`src/verilog/mcl_defs.svh`:
```
// Constants for the motor current limit and stall block
`ifndef MCL_DEFS_SVH
`define MCL_DEFS_SVH
`define MCL_CLK_HZ          40000000
`define MCL_STEP_NS         102400
`define MCL_STEP_CYC        ((`MCL_STEP_NS * 40) / 1000)
`define MCL_BASE_MS         5
`define MCL_BASE_CYC        (`MCL_BASE_MS * (`MCL_CLK_HZ / 1000))
`define MCL_OFF_TIME_NS     25000
`define MCL_OFF_CYC         ((`MCL_OFF_TIME_NS * 40 + 999) / 1000)
`define MCL_ADDR_CTRL       4'h0
`define MCL_ADDR_BLANK      4'h4
`define MCL_ADDR_STATUS     4'h8
`define MCL_BLANK_RST       16'h2585
`define MCL_CTRL_RST        32'h0000_0110
`define MCL_B_IN_A          0
`define MCL_B_IN_B          1
`define MCL_B_POLICY        2
`define MCL_B_SCHEME        4
`define MCL_B_STALL_EN      8
`define MCL_B_RESP          9
`define MCL_B_CHOP_TO_FAULT_PIN       10
`define MCL_B_BLOCKED_TO_FAULT_PIN     11
`define MCL_B_INT_THR       12
`define MCL_B_SOFTSTART     13
`define MCL_B_CLEAR         14
`define MCL_B_SETPOINT      16
`endif

```
`src/verilog/mcl_pkg.sv`:
```
// Types for the motor current limit and stall block
`default_nettype none
package mcl_pkg;
    typedef enum logic [1:0] {MCL_FOLLOW, MCL_FIXED_OFF, MCL_CBC_HOLD} mcl_reg_t;
endpackage
`default_nettype wire

```
`src/verilog/mcl_core.sv`:
```
// Motor current limiting and stall detection with AXI4-Lite registers
`include "mcl_defs.svh"
`default_nettype none
module mcl_core
    import mcl_pkg::*;
(
    // Clock and reset
    input  wire logic        aclk,
    input  wire logic        aresetn,
    // AXI4-Lite write
    input  wire logic [3:0]  s_axi_awaddr,
    input  wire logic        s_axi_awvalid,
    output logic             s_axi_awready,
    input  wire logic [31:0] s_axi_wdata,
    input  wire logic [3:0]  s_axi_wstrb,
    input  wire logic        s_axi_wvalid,
    output logic             s_axi_wready,
    output logic [1:0]       s_axi_bresp,
    output logic             s_axi_bvalid,
    input  wire logic        s_axi_bready,
    // AXI4-Lite read
    input  wire logic [3:0]  s_axi_araddr,
    input  wire logic        s_axi_arvalid,
    output logic             s_axi_arready,
    output logic [31:0]      s_axi_rdata,
    output logic [1:0]       s_axi_rresp,
    output logic             s_axi_rvalid,
    input  wire logic        s_axi_rready,
    // Bridge control pins and sensing
    input  wire logic        bridge_in_a,
    input  wire logic        bridge_in_b,
    input  wire logic        cmp_ext_ref,
    input  wire logic        cmp_int_ref,
    input  wire logic        sleep_exit,
    input  wire logic        fault_recover,
    // Bridge drive: per half-bridge high and low switch
    output logic [1:0]       bridge_outputs_hi,
    output logic [1:0]       bridge_outputs_lo,
    // Open-drain fault pin
    output logic             fault_out_n_o,
    output logic             fault_out_n_oe
);
    typedef struct packed
    {
        logic        awready;
        logic        wready;
        logic        bvalid;
        logic        arready;
        logic        rvalid;
        logic [31:0] rdata;
        logic        aw_got;
        logic        w_got;
        logic [3:0]  aw_addr;
        logic [31:0] w_data;
        logic [3:0]  w_strb;
        logic [1:0]  bresp;
        logic [1:0]  rresp;
        logic [31:0] ctrl;
        logic [15:0] blank;
        mcl_reg_t    mode;
        logic [15:0] off_cnt;
        logic        blocked;
        logic        chop_ind;
        logic [1:0]  pin_q;
        logic [1:0]  hi;
        logic [1:0]  lo;
        logic        fault_oe;
    } mcl_st_t;
    mcl_st_t     st, next_st;
    logic        trip;
    logic        blank_active;
    logic        restart;
    logic [1:0]  in_cmd;
    logic        pin_edge;
    logic        reg_rise;
    logic        reg_change;
    logic        wr_fire;
    logic        wr_ctrl;
    logic [31:0] new_ctrl;
    logic        reg_on;
    logic        stall_now;
    logic [1:0]  cmd_hi;
    logic [1:0]  cmd_lo;
    logic        stall_en;
    mcl_trip u_trip
    (
        .aclk                   (aclk),
        .aresetn                (aresetn),
        .cmp_ext_ref            (cmp_ext_ref),
        .cmp_int_ref            (cmp_int_ref),
        .internal_threshold_sel (st.ctrl[`MCL_B_INT_THR]),
        .trip                   (trip)
    );
    mcl_blank u_blank
    (
        .aclk        (aclk),
        .aresetn     (aresetn),
        .restart     (restart),
        .blank_steps (st.blank),
        .setpoint    (st.ctrl[31:`MCL_B_SETPOINT]),
        .softstart   (st.ctrl[`MCL_B_SOFTSTART]),
        .active      (blank_active)
    );
    assign wr_fire  = st.aw_got && st.w_got && !st.bvalid;
    assign wr_ctrl  = wr_fire && st.aw_addr == `MCL_ADDR_CTRL;
    assign stall_en = st.ctrl[`MCL_B_STALL_EN];
    // Restart on fault clear, sleep exit or fault recovery
    assign restart = (wr_ctrl && st.w_strb[1] && st.w_data[`MCL_B_CLEAR]) || sleep_exit || fault_recover;
    always_comb
    begin
        new_ctrl = st.ctrl;
        for (int i = 0; i < 4; i++)
            if (st.w_strb[i])
                new_ctrl[i*8 +: 8] = st.w_data[i*8 +: 8];
        new_ctrl[`MCL_B_CLEAR] = 1'b0;
    end
    // Pins and register bits combine; either side commands the bridge
    assign in_cmd     = {bridge_in_b | st.ctrl[`MCL_B_IN_B], bridge_in_a | st.ctrl[`MCL_B_IN_A]};
    assign pin_edge   = ({bridge_in_b, bridge_in_a} != st.pin_q);
    assign reg_rise   = wr_ctrl && |(new_ctrl[1:0] & ~st.ctrl[1:0]);
    assign reg_change = wr_ctrl && (new_ctrl[1:0] != st.ctrl[1:0]);
    // Regulation enable by policy
    always_comb
    begin
        unique case (st.ctrl[`MCL_B_POLICY +: 2])
            2'b00:   reg_on = 1'b0;
            2'b01:   reg_on = stall_en ? blank_active : 1'b1;
            default: reg_on = 1'b1;
        endcase
    end
    assign stall_now = stall_en && !blank_active && trip;
    // Commanded drive from the inputs
    always_comb
    begin
        unique case (in_cmd)
            2'b01:   begin cmd_hi = 2'b01; cmd_lo = 2'b10; end
            2'b10:   begin cmd_hi = 2'b10; cmd_lo = 2'b01; end
            2'b11:   begin cmd_hi = 2'b00; cmd_lo = 2'b11; end
            default: begin cmd_hi = 2'b00; cmd_lo = 2'b00; end
        endcase
    end
    always_comb
    begin
        next_st = st;
        next_st.pin_q = {bridge_in_b, bridge_in_a};
        // Write channel: address and data taken in either order
        if (s_axi_awvalid && st.awready)
        begin
            next_st.aw_got = 1'b1;
            next_st.aw_addr = s_axi_awaddr;
            next_st.awready = 1'b0;
        end
        if (s_axi_wvalid && st.wready)
        begin
            next_st.w_got = 1'b1;
            next_st.w_data = s_axi_wdata;
            next_st.w_strb = s_axi_wstrb;
            next_st.wready = 1'b0;
        end
        if (wr_fire)
        begin
            next_st.bvalid = 1'b1;
            next_st.bresp = 2'b00;
            if (st.aw_addr == `MCL_ADDR_CTRL)
                next_st.ctrl = new_ctrl;
            else if (st.aw_addr == `MCL_ADDR_BLANK)
            begin
                if (st.w_strb[0])
                    next_st.blank[7:0] = st.w_data[7:0];
                if (st.w_strb[1])
                    next_st.blank[15:8] = st.w_data[15:8];
            end
            else if (st.aw_addr != `MCL_ADDR_STATUS)
                next_st.bresp = 2'b10;
        end
        if (st.bvalid && s_axi_bready)
        begin
            next_st.bvalid = 1'b0;
            next_st.aw_got = 1'b0;
            next_st.w_got = 1'b0;
            next_st.awready = 1'b1;
            next_st.wready = 1'b1;
        end
        // Read channel
        if (s_axi_arvalid && st.arready)
        begin
            next_st.arready = 1'b0;
            next_st.rvalid = 1'b1;
            next_st.rresp = 2'b00;
            unique case (s_axi_araddr)
                `MCL_ADDR_CTRL:   next_st.rdata = st.ctrl;
                `MCL_ADDR_BLANK:  next_st.rdata = {16'h0, st.blank};
                `MCL_ADDR_STATUS: next_st.rdata = {26'h0, st.mode, blank_active, trip, st.chop_ind, st.blocked};
                default:
                begin
                    next_st.rdata = 32'h0;
                    next_st.rresp = 2'b10;
                end
            endcase
        end
        if (st.rvalid && s_axi_rready)
        begin
            next_st.rvalid = 1'b0;
            next_st.arready = 1'b1;
        end
        // Stall flag: detection wins over a clear in the same cycle
        if (restart && !(wr_ctrl && st.w_data[`MCL_B_CLEAR] == 1'b0))
            next_st.blocked = 1'b0;
        if (stall_now)
            next_st.blocked = 1'b1;
        // Regulation state machine
        unique case (st.mode)
            MCL_FOLLOW:
                if (reg_on && trip && st.ctrl[`MCL_B_SCHEME +: 2] == 2'b00)
                begin
                    next_st.mode = MCL_FIXED_OFF;
                    next_st.off_cnt = 16'(`MCL_OFF_CYC - 1);
                end
                else if (reg_on && trip && st.ctrl[`MCL_B_SCHEME +: 2] == 2'b01)
                begin
                    next_st.mode = MCL_CBC_HOLD;
                    next_st.chop_ind = st.ctrl[`MCL_B_CHOP_TO_FAULT_PIN] && (^in_cmd);
                end
            MCL_FIXED_OFF:
                if (pin_edge || reg_change)
                    next_st.mode = MCL_FOLLOW;
                else if (st.off_cnt != 16'h0)
                    next_st.off_cnt = st.off_cnt - 16'h1;
                else if (trip && reg_on)
                    next_st.off_cnt = 16'(`MCL_OFF_CYC - 1);
                else
                    next_st.mode = MCL_FOLLOW;
            MCL_CBC_HOLD:
                if (pin_edge || reg_rise)
                begin
                    next_st.mode = MCL_FOLLOW;
                    next_st.chop_ind = 1'b0;
                end
        endcase
        // Bridge drive
        if (st.blocked && !st.ctrl[`MCL_B_RESP])
        begin
            next_st.hi = 2'b00;
            next_st.lo = 2'b00;
        end
        else if (next_st.mode != MCL_FOLLOW)
        begin
            next_st.hi = 2'b00;
            next_st.lo = 2'b11;
        end
        else
        begin
            next_st.hi = cmd_hi;
            next_st.lo = cmd_lo;
        end
        // Fault pin only reports; it never feeds back into drive
        // Chop report masked outside forward or reverse, so it never looks like a fault
        next_st.fault_oe = (next_st.chop_ind && st.ctrl[`MCL_B_CHOP_TO_FAULT_PIN] && (^in_cmd))
                           || (next_st.blocked && st.ctrl[`MCL_B_BLOCKED_TO_FAULT_PIN]);
    end
    always_ff @(posedge aclk)
    begin
        if (!aresetn)
        begin
            st <= '0;
            st.awready <= 1'b1;
            st.wready <= 1'b1;
            st.arready <= 1'b1;
            st.ctrl <= `MCL_CTRL_RST;
            st.blank <= `MCL_BLANK_RST;
            st.mode <= MCL_FOLLOW;
        end
        else
            st <= next_st;
    end
    assign s_axi_awready     = st.awready;
    assign s_axi_wready      = st.wready;
    assign s_axi_bvalid      = st.bvalid;
    assign s_axi_bresp       = st.bresp;
    assign s_axi_arready     = st.arready;
    assign s_axi_rvalid      = st.rvalid;
    assign s_axi_rdata       = st.rdata;
    assign s_axi_rresp       = st.rresp;
    assign bridge_outputs_hi = st.hi;
    assign bridge_outputs_lo = st.lo;
    assign fault_out_n_o     = 1'b0;
    assign fault_out_n_oe    = st.fault_oe;
    AST_FIXED_BRAKE: assert property (@(posedge aclk) disable iff (!aresetn)
        st.mode == MCL_FIXED_OFF && !$past(st.blocked && !st.ctrl[`MCL_B_RESP]) |-> st.lo == 2'b11 && st.hi == 2'b00)
        else $error("fixed off-time not braking");
    AST_INPUT_ABORT: assert property (@(posedge aclk) disable iff (!aresetn)
        st.mode == MCL_FIXED_OFF && pin_edge |=> st.mode == MCL_FOLLOW)
        else $error("input change did not end off time");
    AST_REARM: assert property (@(posedge aclk) disable iff (!aresetn)
        st.mode == MCL_FIXED_OFF && st.off_cnt == 16'h0 && !trip && !pin_edge && !reg_change
        |=> st.mode == MCL_FOLLOW)
        else $error("fixed off-time did not rearm");
    AST_CBC_HOLD: assert property (@(posedge aclk) disable iff (!aresetn)
        st.mode == MCL_CBC_HOLD && !pin_edge && !reg_rise |=> st.mode == MCL_CBC_HOLD)
        else $error("cycle-by-cycle hold left early");
    AST_CHOP_DRIVE: assert property (@(posedge aclk) disable iff (!aresetn)
        $rose(st.chop_ind) |-> $past(^in_cmd))
        else $error("chop indication outside drive command");
    AST_STALL_SET: assert property (@(posedge aclk) disable iff (!aresetn)
        stall_now |=> st.blocked)
        else $error("stall not flagged");
    AST_NO_BLANK_STALL: assert property (@(posedge aclk) disable iff (!aresetn)
        blank_active && !restart && !st.blocked |=> !st.blocked)
        else $error("stall flagged inside blanking");
    AST_LATCH_OFF: assert property (@(posedge aclk) disable iff (!aresetn)
        st.blocked && !st.ctrl[`MCL_B_RESP] |=> st.hi == 2'b00 && st.lo == 2'b00)
        else $error("outputs drive after latched stall");
    AST_STALL_PIN: assert property (@(posedge aclk) disable iff (!aresetn)
        st.blocked && st.ctrl[`MCL_B_BLOCKED_TO_FAULT_PIN] && $stable(st.ctrl) |=> fault_out_n_oe || !st.blocked)
        else $error("stall not reported on fault pin");
endmodule
`default_nettype wire

```
`src/verilog/mcl_trip.sv`:
```
// Trip qualifier selecting the threshold source
`default_nettype none
module mcl_trip
    import mcl_pkg::*;
(
    // Clock and reset
    input  wire logic aclk,
    input  wire logic aresetn,
    // Comparator inputs
    input  wire logic cmp_ext_ref,
    input  wire logic cmp_int_ref,
    input  wire logic internal_threshold_sel,
    // Qualified trip
    output logic      trip
);
    typedef struct packed { logic trip; } mcl_trip_st_t;
    mcl_trip_st_t st, next_st;
    always_comb
    begin
        next_st = st;
        next_st.trip = internal_threshold_sel ? cmp_int_ref : cmp_ext_ref;
    end
    always_ff @(posedge aclk)
    begin
        if (!aresetn)
            st <= '0;
        else
            st <= next_st;
    end
    assign trip = st.trip;
    AST_THR_SEL: assert property (@(posedge aclk) disable iff (!aresetn)
        ##1 trip == $past(internal_threshold_sel ? cmp_int_ref : cmp_ext_ref))
        else $error("trip does not follow selected threshold");
endmodule
`default_nettype wire

```
`src/verilog/mcl_blank.sv`:
```
// Start-up blanking window timer
`include "mcl_defs.svh"
`default_nettype none
module mcl_blank
    import mcl_pkg::*;
(
    // Clock and reset
    input  wire logic        aclk,
    input  wire logic        aresetn,
    // Control
    input  wire logic        restart,
    input  wire logic [15:0] blank_steps,
    input  wire logic [15:0] setpoint,
    input  wire logic        softstart,
    // Status
    output logic             active
);
    typedef struct packed
    {
        logic        active;
        logic [31:0] base;
        logic [15:0] pre;
        logic [31:0] steps;
    } mcl_blank_st_t;
    mcl_blank_st_t st, next_st;
    logic [31:0] target;
    always_comb
    begin
        // Soft-start multiplies the step count by the setpoint
        target = softstart ? 32'(blank_steps) * 32'(setpoint) : 32'(blank_steps);
        next_st = st;
        if (restart)
        begin
            next_st = '0;
            next_st.active = 1'b1;
        end
        else if (st.active)
        begin
            if (st.base < 32'(`MCL_BASE_CYC - 1))
                next_st.base = st.base + 32'h1;
            else if (st.steps >= target)
                next_st.active = 1'b0;
            else if (st.pre < 16'(`MCL_STEP_CYC - 1))
                next_st.pre = st.pre + 16'h1;
            else
            begin
                next_st.pre = '0;
                next_st.steps = st.steps + 32'h1;
            end
        end
    end
    always_ff @(posedge aclk)
    begin
        if (!aresetn)
            st <= '{active: 1'b1, default: '0};
        else
            st <= next_st;
    end
    assign active = st.active;
    AST_RESTART: assert property (@(posedge aclk) disable iff (!aresetn)
        restart |=> active [*2])
        else $error("blank window not restarted");
endmodule
`default_nettype wire

```
`config.mk`:
```
export PLATFORM = sky130hd
export DESIGN_NAME = mcl_core
export DESIGN_NICKNAME = d
export VERILOG_FILES = /design/src/verilog/mcl_pkg.sv /design/src/verilog/mcl_core.sv /design/src/verilog/mcl_trip.sv /design/src/verilog/mcl_blank.sv
export VERILOG_INCLUDE_DIRS = /design/src /design/src/verilog
export SDC_FILE = /design/constraint.sdc
export NUM_CORES = 1
export LEC_CHECK = 0
export BUFFER_PORTS_ARGS = -buffer_cell sky130_fd_sc_hd__buf_2
export CORE_ASPECT_RATIO = 2
export CORE_UTILIZATION = 54
export CTS_BUF_LIST = sky130_fd_sc_hd__clkbuf_2 sky130_fd_sc_hd__clkbuf_4 sky130_fd_sc_hd__clkbuf_8
export CTS_CLUSTER_DIAMETER = 100
export DETAILED_ROUTE_END_ITERATION = 10
export GPL_TIMING_DRIVEN = 0
export MAX_ROUTING_LAYER = met4
export PLACE_DENSITY = 0.72
export SETUP_SLACK_MARGIN = 0.15
export SYNTH_ARGS = -nofsm -noshare
export SYNTH_HDL_FRONTEND = slang
export SYNTH_SLANG_ARGS = --single-unit
export TNS_END_PERCENT = 5
```
`constraint.sdc`:
```
create_clock -name aclk -period 16.1 [get_ports aclk]
set_input_delay 3.22 -clock aclk [delete_from_list [all_inputs] [get_ports aclk]]
set_output_delay 3.22 -clock aclk [all_outputs]
set_load 0.01 [all_outputs]
```
==> flow_metrics.env, run 1 <==
export IMPL_drt_iter0_drc=953
export IMPL_ant_nets=0
export IMPL_stdcell_area_sq_mm=0.0215
export IMPL_finalNetCount=2849
export IMPL_drcViolationCount=0
export IMPL_use_met3_pct=3.77
export IMPL_gr_total_overflow=0
export IMPL_clock_sinks=237
export IMPL_p_leak_nw=9.95
export IMPL_rsz0062_at_grt="no"
export IMPL_cts_tree="built"
export IMPL_wirelength_um=55200
export IMPL_ys_top_cells_by_area="dfxtp_1 (24%), fa_1 (20%), ha_1 (9.3%), nand2_1 (6.7%), inv_1 (5.0%)"
export IMPL_cts_hold_fix_buffers=0
export IMPL_fp_dieArea_sq_mm=0.0374
export IMPL_status="completed"
export IMPL_ys_seq_elements=237
export IMPL_tns_ns=0
export IMPL_synth_area_per_cell_sq_um=8.55
export IMPL_vias=16883
export IMPL_cts_made_buffers=35
export IMPL_drive_gt1_share_pct=8.34
export IMPL_cp_data_arrival_time_ns=10.80
export IMPL_groute_layer_met1_usage_pct=30.1
export IMPL_synth_area_leader_cell="dfxtp_1"
export IMPL_hp_class="flop to flop"
export IMPL_slew_viol_final=0
export IMPL_synth_edf_count=0
export IMPL_dp_hpwl_um=44200
export IMPL_fin_crit_ns=10.38
export IMPL_worst_pin_slew_ns=1.07
export IMPL_cp_max_fo=10
export IMPL_worstSetupStartpointType="flop"
export IMPL_cp_end_kind="flop"
export IMPL_skew_ns=0.0471
export IMPL_h_tree_depth=2
export IMPL_netlist_area_sq_mm=0.0198
export IMPL_pin_count=104
export IMPL_dieHeight_um=273
export IMPL_io_buffers=98
export IMPL_synthArstFlopShare_pct=0
export IMPL_synth_top_area_share_pct=24.0
export IMPL_rows=98
export IMPL_grt_pass1_wl_um=88100
export IMPL_worst_path_most_repeated_cell="fa_1"
export IMPL_grt_pass1_vias=17552
export IMPL_antenna_found_initial=1
export IMPL_placed_cell_area_sq_mm=0.0209
export IMPL_cts_path_max_buffers=3
export IMPL_ir_drop_mv=0.0703
export IMPL_post_cts_resized=0
export IMPL_grt_busiest_layer="met2"
export IMPL_ys_warn_count=0
export IMPL_maxCapViolCount=0
export IMPL_clk_pin_slew_ns=0.07
export IMPL_path_class="flop to flop"
export IMPL_initial_core_util_pct=55.0
export IMPL_core_sq_mm=0.0359
export IMPL_fp_dieW_um=137
export IMPL_use_met2_pct=57.8
export IMPL_hold_viol=0
export IMPL_vias_per_cell=5.78
export IMPL_cts_setup_buffers=0
export IMPL_slew_headroom_pct=28.1
export IMPL_insertion_delay_ns=0.57
export IMPL_fmax_mhz=96.3
export IMPL_cp_required_ns=16.52
export IMPL_drtPass1Iterations=7
export IMPL_grt_usage_pct=31.5
export IMPL_cts_root_buf="clkbuf_8"
export IMPL_synth_flop_cell="dfxtp_1"
export IMPL_setup_viol=0
export IMPL_synth_distinct_cells=70
export IMPL_area_delta_synth_final_pct=8.98
export IMPL_synthCells=2313
export IMPL_slowest_delay_ns=0.76
export IMPL_cp_slowest_cell="clkbuf_1"
export IMPL_grt_start_max_net_pins=11
export IMPL_p_per_area_mw_per_mm2=53.8
export IMPL_ys_seq_area_share_pct=24.0
export IMPL_fin_crit_sh_pct=64.5
export IMPL_wl_per_cell_um=18.9
export IMPL_gp_congestion=0.999
[cell type report]
class | instances | area, sq um
diodes | 1 | 2.50
plain buffers | 160 | 762
clock buffers | 52 | 647
clock inverters | 5 | 46.3
fillers | 3235 | 14400
inverters | 266 | 998
multi-input cells | 1652 | 13300
flip-flops and latches | 237 | 4740
well taps | 450 | 563
repair buffers | 99 | 502
[cell families (layout without fill, tap and decap cells)]
family	Yosys count	after routing	synth area share [%]
mux	36	36	1.82
simple gates	866	866	21.8
flops	237	237	24.0
buf+inv	426	582	8.90
xor+xnor	54	54	2.39
fa+ha+maj	341	341	28.9
other cells	1	4	0.0190
compound gates	352	352	12.1
[cell usage after synthesis, types with 31 or more instances]
library cell    n
nor2_1         71
inv_1         266
nor2b_1        40
ha_1          147
o21ai_0        43
and3_1         31
dfxtp_1       237
a21boi_0       86
clkbuf_1      113
and2_1        145
nand3_1        96
fa_1          194
a21oi_1        73
mux2i_1        36
nand2_1       351
buf_4          41
[worst max-delay path: cells and delay by family, from the launching register on]
| family | cells | cell delay [ns] |
|---|---|---|
| adders and majority gates | 8 | 3.82 |
| AOI/OAI and AO/OA | 8 | 2.26 |
| buffers and inverters | 7 | 2.15 |
| and+or+nand+nor | 7 | 1.50 |
| DFF | 1 | 0.30 |
| xor gates and xnor gates | 1 | 0.17 |
[path summary, 6_finish.rpt]
kind,end,from,depth (start not counted),slack [ns]
max,u_blank.st[24],st[37],31,5.72
min reg2reg,s_axi_rdata[23],s_axi_rdata[23],2,0.46
max reg2reg,u_blank.st[24],st[37],31,5.72
min,s_axi_rdata[23],s_axi_rdata[23],2,0.46
[state kept, by name (all words and copies together) (netlist names)]
signal             count
s_axi_bresp            1
u_blank.active         1
bridge_outputs_lo      2
s_axi_awready          1
s_axi_rdata           32
bridge_outputs_hi      2
s_axi_rvalid           1
s_axi_bvalid           1
s_axi_wready           1
s_axi_arready          1
u_blank.st            80
fault_out_n_oe         1
u_trip.trip            1
s_axi_rresp            1
st                   111
[power by group]
group	leakage, nW	internal (W)	switching, W
logic	7.67	0.0000234	0.0000405
clock network	0.365	0.000259	0.000235
registers	1.92	0.000595	0.00000687
total	9.95	0.000877	0.000282
[metrics by stage]
stage | total power (W) | setup WS, ns | instances | utilization [%] | hold WS, ns
2_1_floorplan | 0.000651 | 7.83 | 2315 | - | 0.430
3_3_place_gp | 0.000677 | 6.05 | 2863 | 58.0 | 0.442
3_5_place_dp | 0.000678 | 5.93 | 2864 | 58.0 | 0.447
4_1_cts | 0.00117 | 5.92 | 2921 | 60.0 | 0.462
5_1_grt | 0.00120 | 5.26 | 2922 | 60.0 | 0.479
6_report | 0.00116 | 5.72 | 2922 | 60.0 | 0.460
[cells in the final DEF, fill, tap and decap left out, drive strengths merged, types with 26 or more instances in the layout]
master / instances
nand2: 351
a21boi: 86
xnor2: 29
nor2b: 40
buf: 145
and3: 31
mux2i: 36
a21oi: 73
o21ai: 56
clkbuf: 165
nand4: 26
inv: 268
nor2: 71
ha: 147
fa: 194
nand3: 97
dfxtp: 237
and2: 146
[metal layers]
metal  part of all wire [%]  up-vias
met2                     55      542
met5                      0        -
met1                     34     8255
li1                       -     7847
met3                    4.1      239
met4                    7.4        0
Power figures use the tool's default switching activity.
==> run 2: changes to the inputs <==
- PLACE_DENSITY: 0.72 -> 0.75
- clock period: 16.1 -> 8.7 ns (I/O delays scaled with it)
==> flow_metrics.env, run 2 (synthesis results as in run 1) <==
export IMPL_tns_ns=0
export IMPL_clk_pin_slew_ns=0.07
export IMPL_regMostFlops="st"
export IMPL_n_fill_cell=2983
export IMPL_grt_pass1_vias=17883
export IMPL_worstSetupStartpointType="flop"
export IMPL_p_leak_nw=10.6
export IMPL_clock_sinks=237
export IMPL_pin_count=104
export IMPL_slew_headroom_pct=26.5
export IMPL_cp_max_fo=10
export IMPL_cp_required_ns=9.19
export IMPL_drtPass1Iterations=5
export IMPL_wirelength_um=58200
export IMPL_io_buffers=98
export IMPL_dieHeight_um=273
export IMPL_hold_viol=0
export IMPL_gr_total_overflow=0
export IMPL_fp_dieW_um=137
export IMPL_gp_congestion=0.982
export IMPL_grt_pass1_wl_um=89000
export IMPL_dp_slack_ns=-1.50
export IMPL_drive_gt1_share_pct=15.5
export IMPL_ant_nets=0
export IMPL_wl_per_cell_um=19.5
export IMPL_setup_viol=0
export IMPL_dp_hpwl_um=44400
export IMPL_fin_crit_ns=8.39
export IMPL_h_tree_depth=2
export IMPL_antenna_found_initial=1
export IMPL_grt_start_max_net_pins=12
export IMPL_path_class="flop to flop"
export IMPL_fin_util_pct=64.0
export IMPL_fin_crit_sh_pct=96.4
export IMPL_ir_drop_mv=0.147
export IMPL_hp_class="flop to flop"
export IMPL_rsz0062_at_grt="no"
export IMPL_p_per_area_mw_per_mm2=95.6
export IMPL_drt_iter0_drc=1094
export IMPL_layout_cells_most_common="nand2_1"
export IMPL_cts_path_max_buffers=3
export IMPL_fp_dieArea_sq_mm=0.0374
export IMPL_vias_per_cell=5.83
export IMPL_drcViolationCount=0
export IMPL_cts_made_buffers=34
export IMPL_maxCapViolCount=0
export IMPL_fmax_mhz=119
export IMPL_vias=17430
export IMPL_status="completed"
export IMPL_cp_data_arrival_time_ns=8.88
export IMPL_finalNetCount=2914
export IMPL_layout_common_cells="nand2_1 (351), inv_1 (265), dfxtp_1 (220)"
export IMPL_setup_slack_ns=0.309
export IMPL_slew_viol_final=0
export IMPL_grt_usage_pct=31.9
export IMPL_cts_tree="built"
export IMPL_slowest_delay_ns=0.57
export IMPL_cp_slowest_cell="fa_1"
export IMPL_skew_ns=0.0330
export IMPL_cts_root_buf="clkbuf_8"
export IMPL_insertion_delay_ns=0.58
export IMPL_initial_core_util_pct=55.0
export IMPL_worst_pin_slew_ns=1.09
export IMPL_cp_end_kind="flop"
export IMPL_worst_path_most_repeated_cell="fa_1"
export IMPL_cts_hold_fix_buffers=0
export IMPL_rows=98
export IMPL_core_sq_mm=0.0359
export IMPL_area_delta_synth_final_pct=16.3
export IMPL_largest_reg_flops=111
==> run 2: changes by cell type in the layout (fill, tap and decap cells not counted), sizes merged <==
cell | previous run | this run
buf | 145 | 253
clkbuf | 165 | 124
clkinv | 2 | 4
==> run 2: metrics by stage <==
step	std cells	hold slack, ns	total power [W]	cell area [sq um]
finish	2991	0.461	0.00220	23000
global placement	2863	0.442	0.00125	20800
global route	2991	0.474	0.00227	23000
CTS	2931	0.467	0.00221	22100
floorplan	2315	0.430	0.00120	19800
detailed placement	2864	0.447	0.00125	20900
==> run 2: layer usage <==
metal	share of wire, %	GRT usage (%)	vias to the layer above	wire length [um]
li1	-	-	7972	-
met1	32	29.8	8441	18700
met2	54	57.4	693	31700
met3	4.4	3.30	324	2550
met4	9.0	25.9	0	5240
met5	0	-	-	0
==> run 2: area by class of cell <==
class	count	area, sq um	area share [%]
multi-input combinational	1652	13600	59.1
sequential	237	4800	20.9
buffer	160	1260	5.47
timing repair buffer	165	1030	4.49
inverter	266	998	4.34
clock buffer	53	704	3.06
tap	450	563	2.45
clock inverter	7	56.3	0.245
antenna	1	2.50	0.0109
==> run 2: repair_timing <==
action,CTS,global route
gates resized for setup,150,151
setup endpoints to repair,49,45
buffers inserted,7,58
cloned,0,1
pin swaps,4,43
==> run 2: worst max-delay path: cells and delay by family, from the launching register on <==
kind	cells	cell delay (ns)
adder cells (fa/ha/maj)	8	3.71
AO/OA/AOI/OAI	9	1.95
AND/OR/NAND/NOR	6	1.32
buffers and inverters	6	0.72
flip-flops	1	0.42
XOR/XNOR	1	0.17
==> run 2: power breakdown <==
part	internal (W)	switching [W]
Clock	0.000522	0.000446
Combinational	0.0000439	0.0000749
Sequential	0.00110	0.0000131
==> run 2: path summary, 6_finish.rpt <==
check | from | to | slack (ns) | cells past startpoint
setup / recovery | st[28] | u_blank.st[13] | 0.31 | 30
hold / removal | u_blank.st[69] | u_blank.st[69] | 0.46 | 1
setup reg to reg | st[28] | u_blank.st[13] | 0.31 | 30
hold reg to reg | u_blank.st[69] | u_blank.st[69] | 0.46 | 1
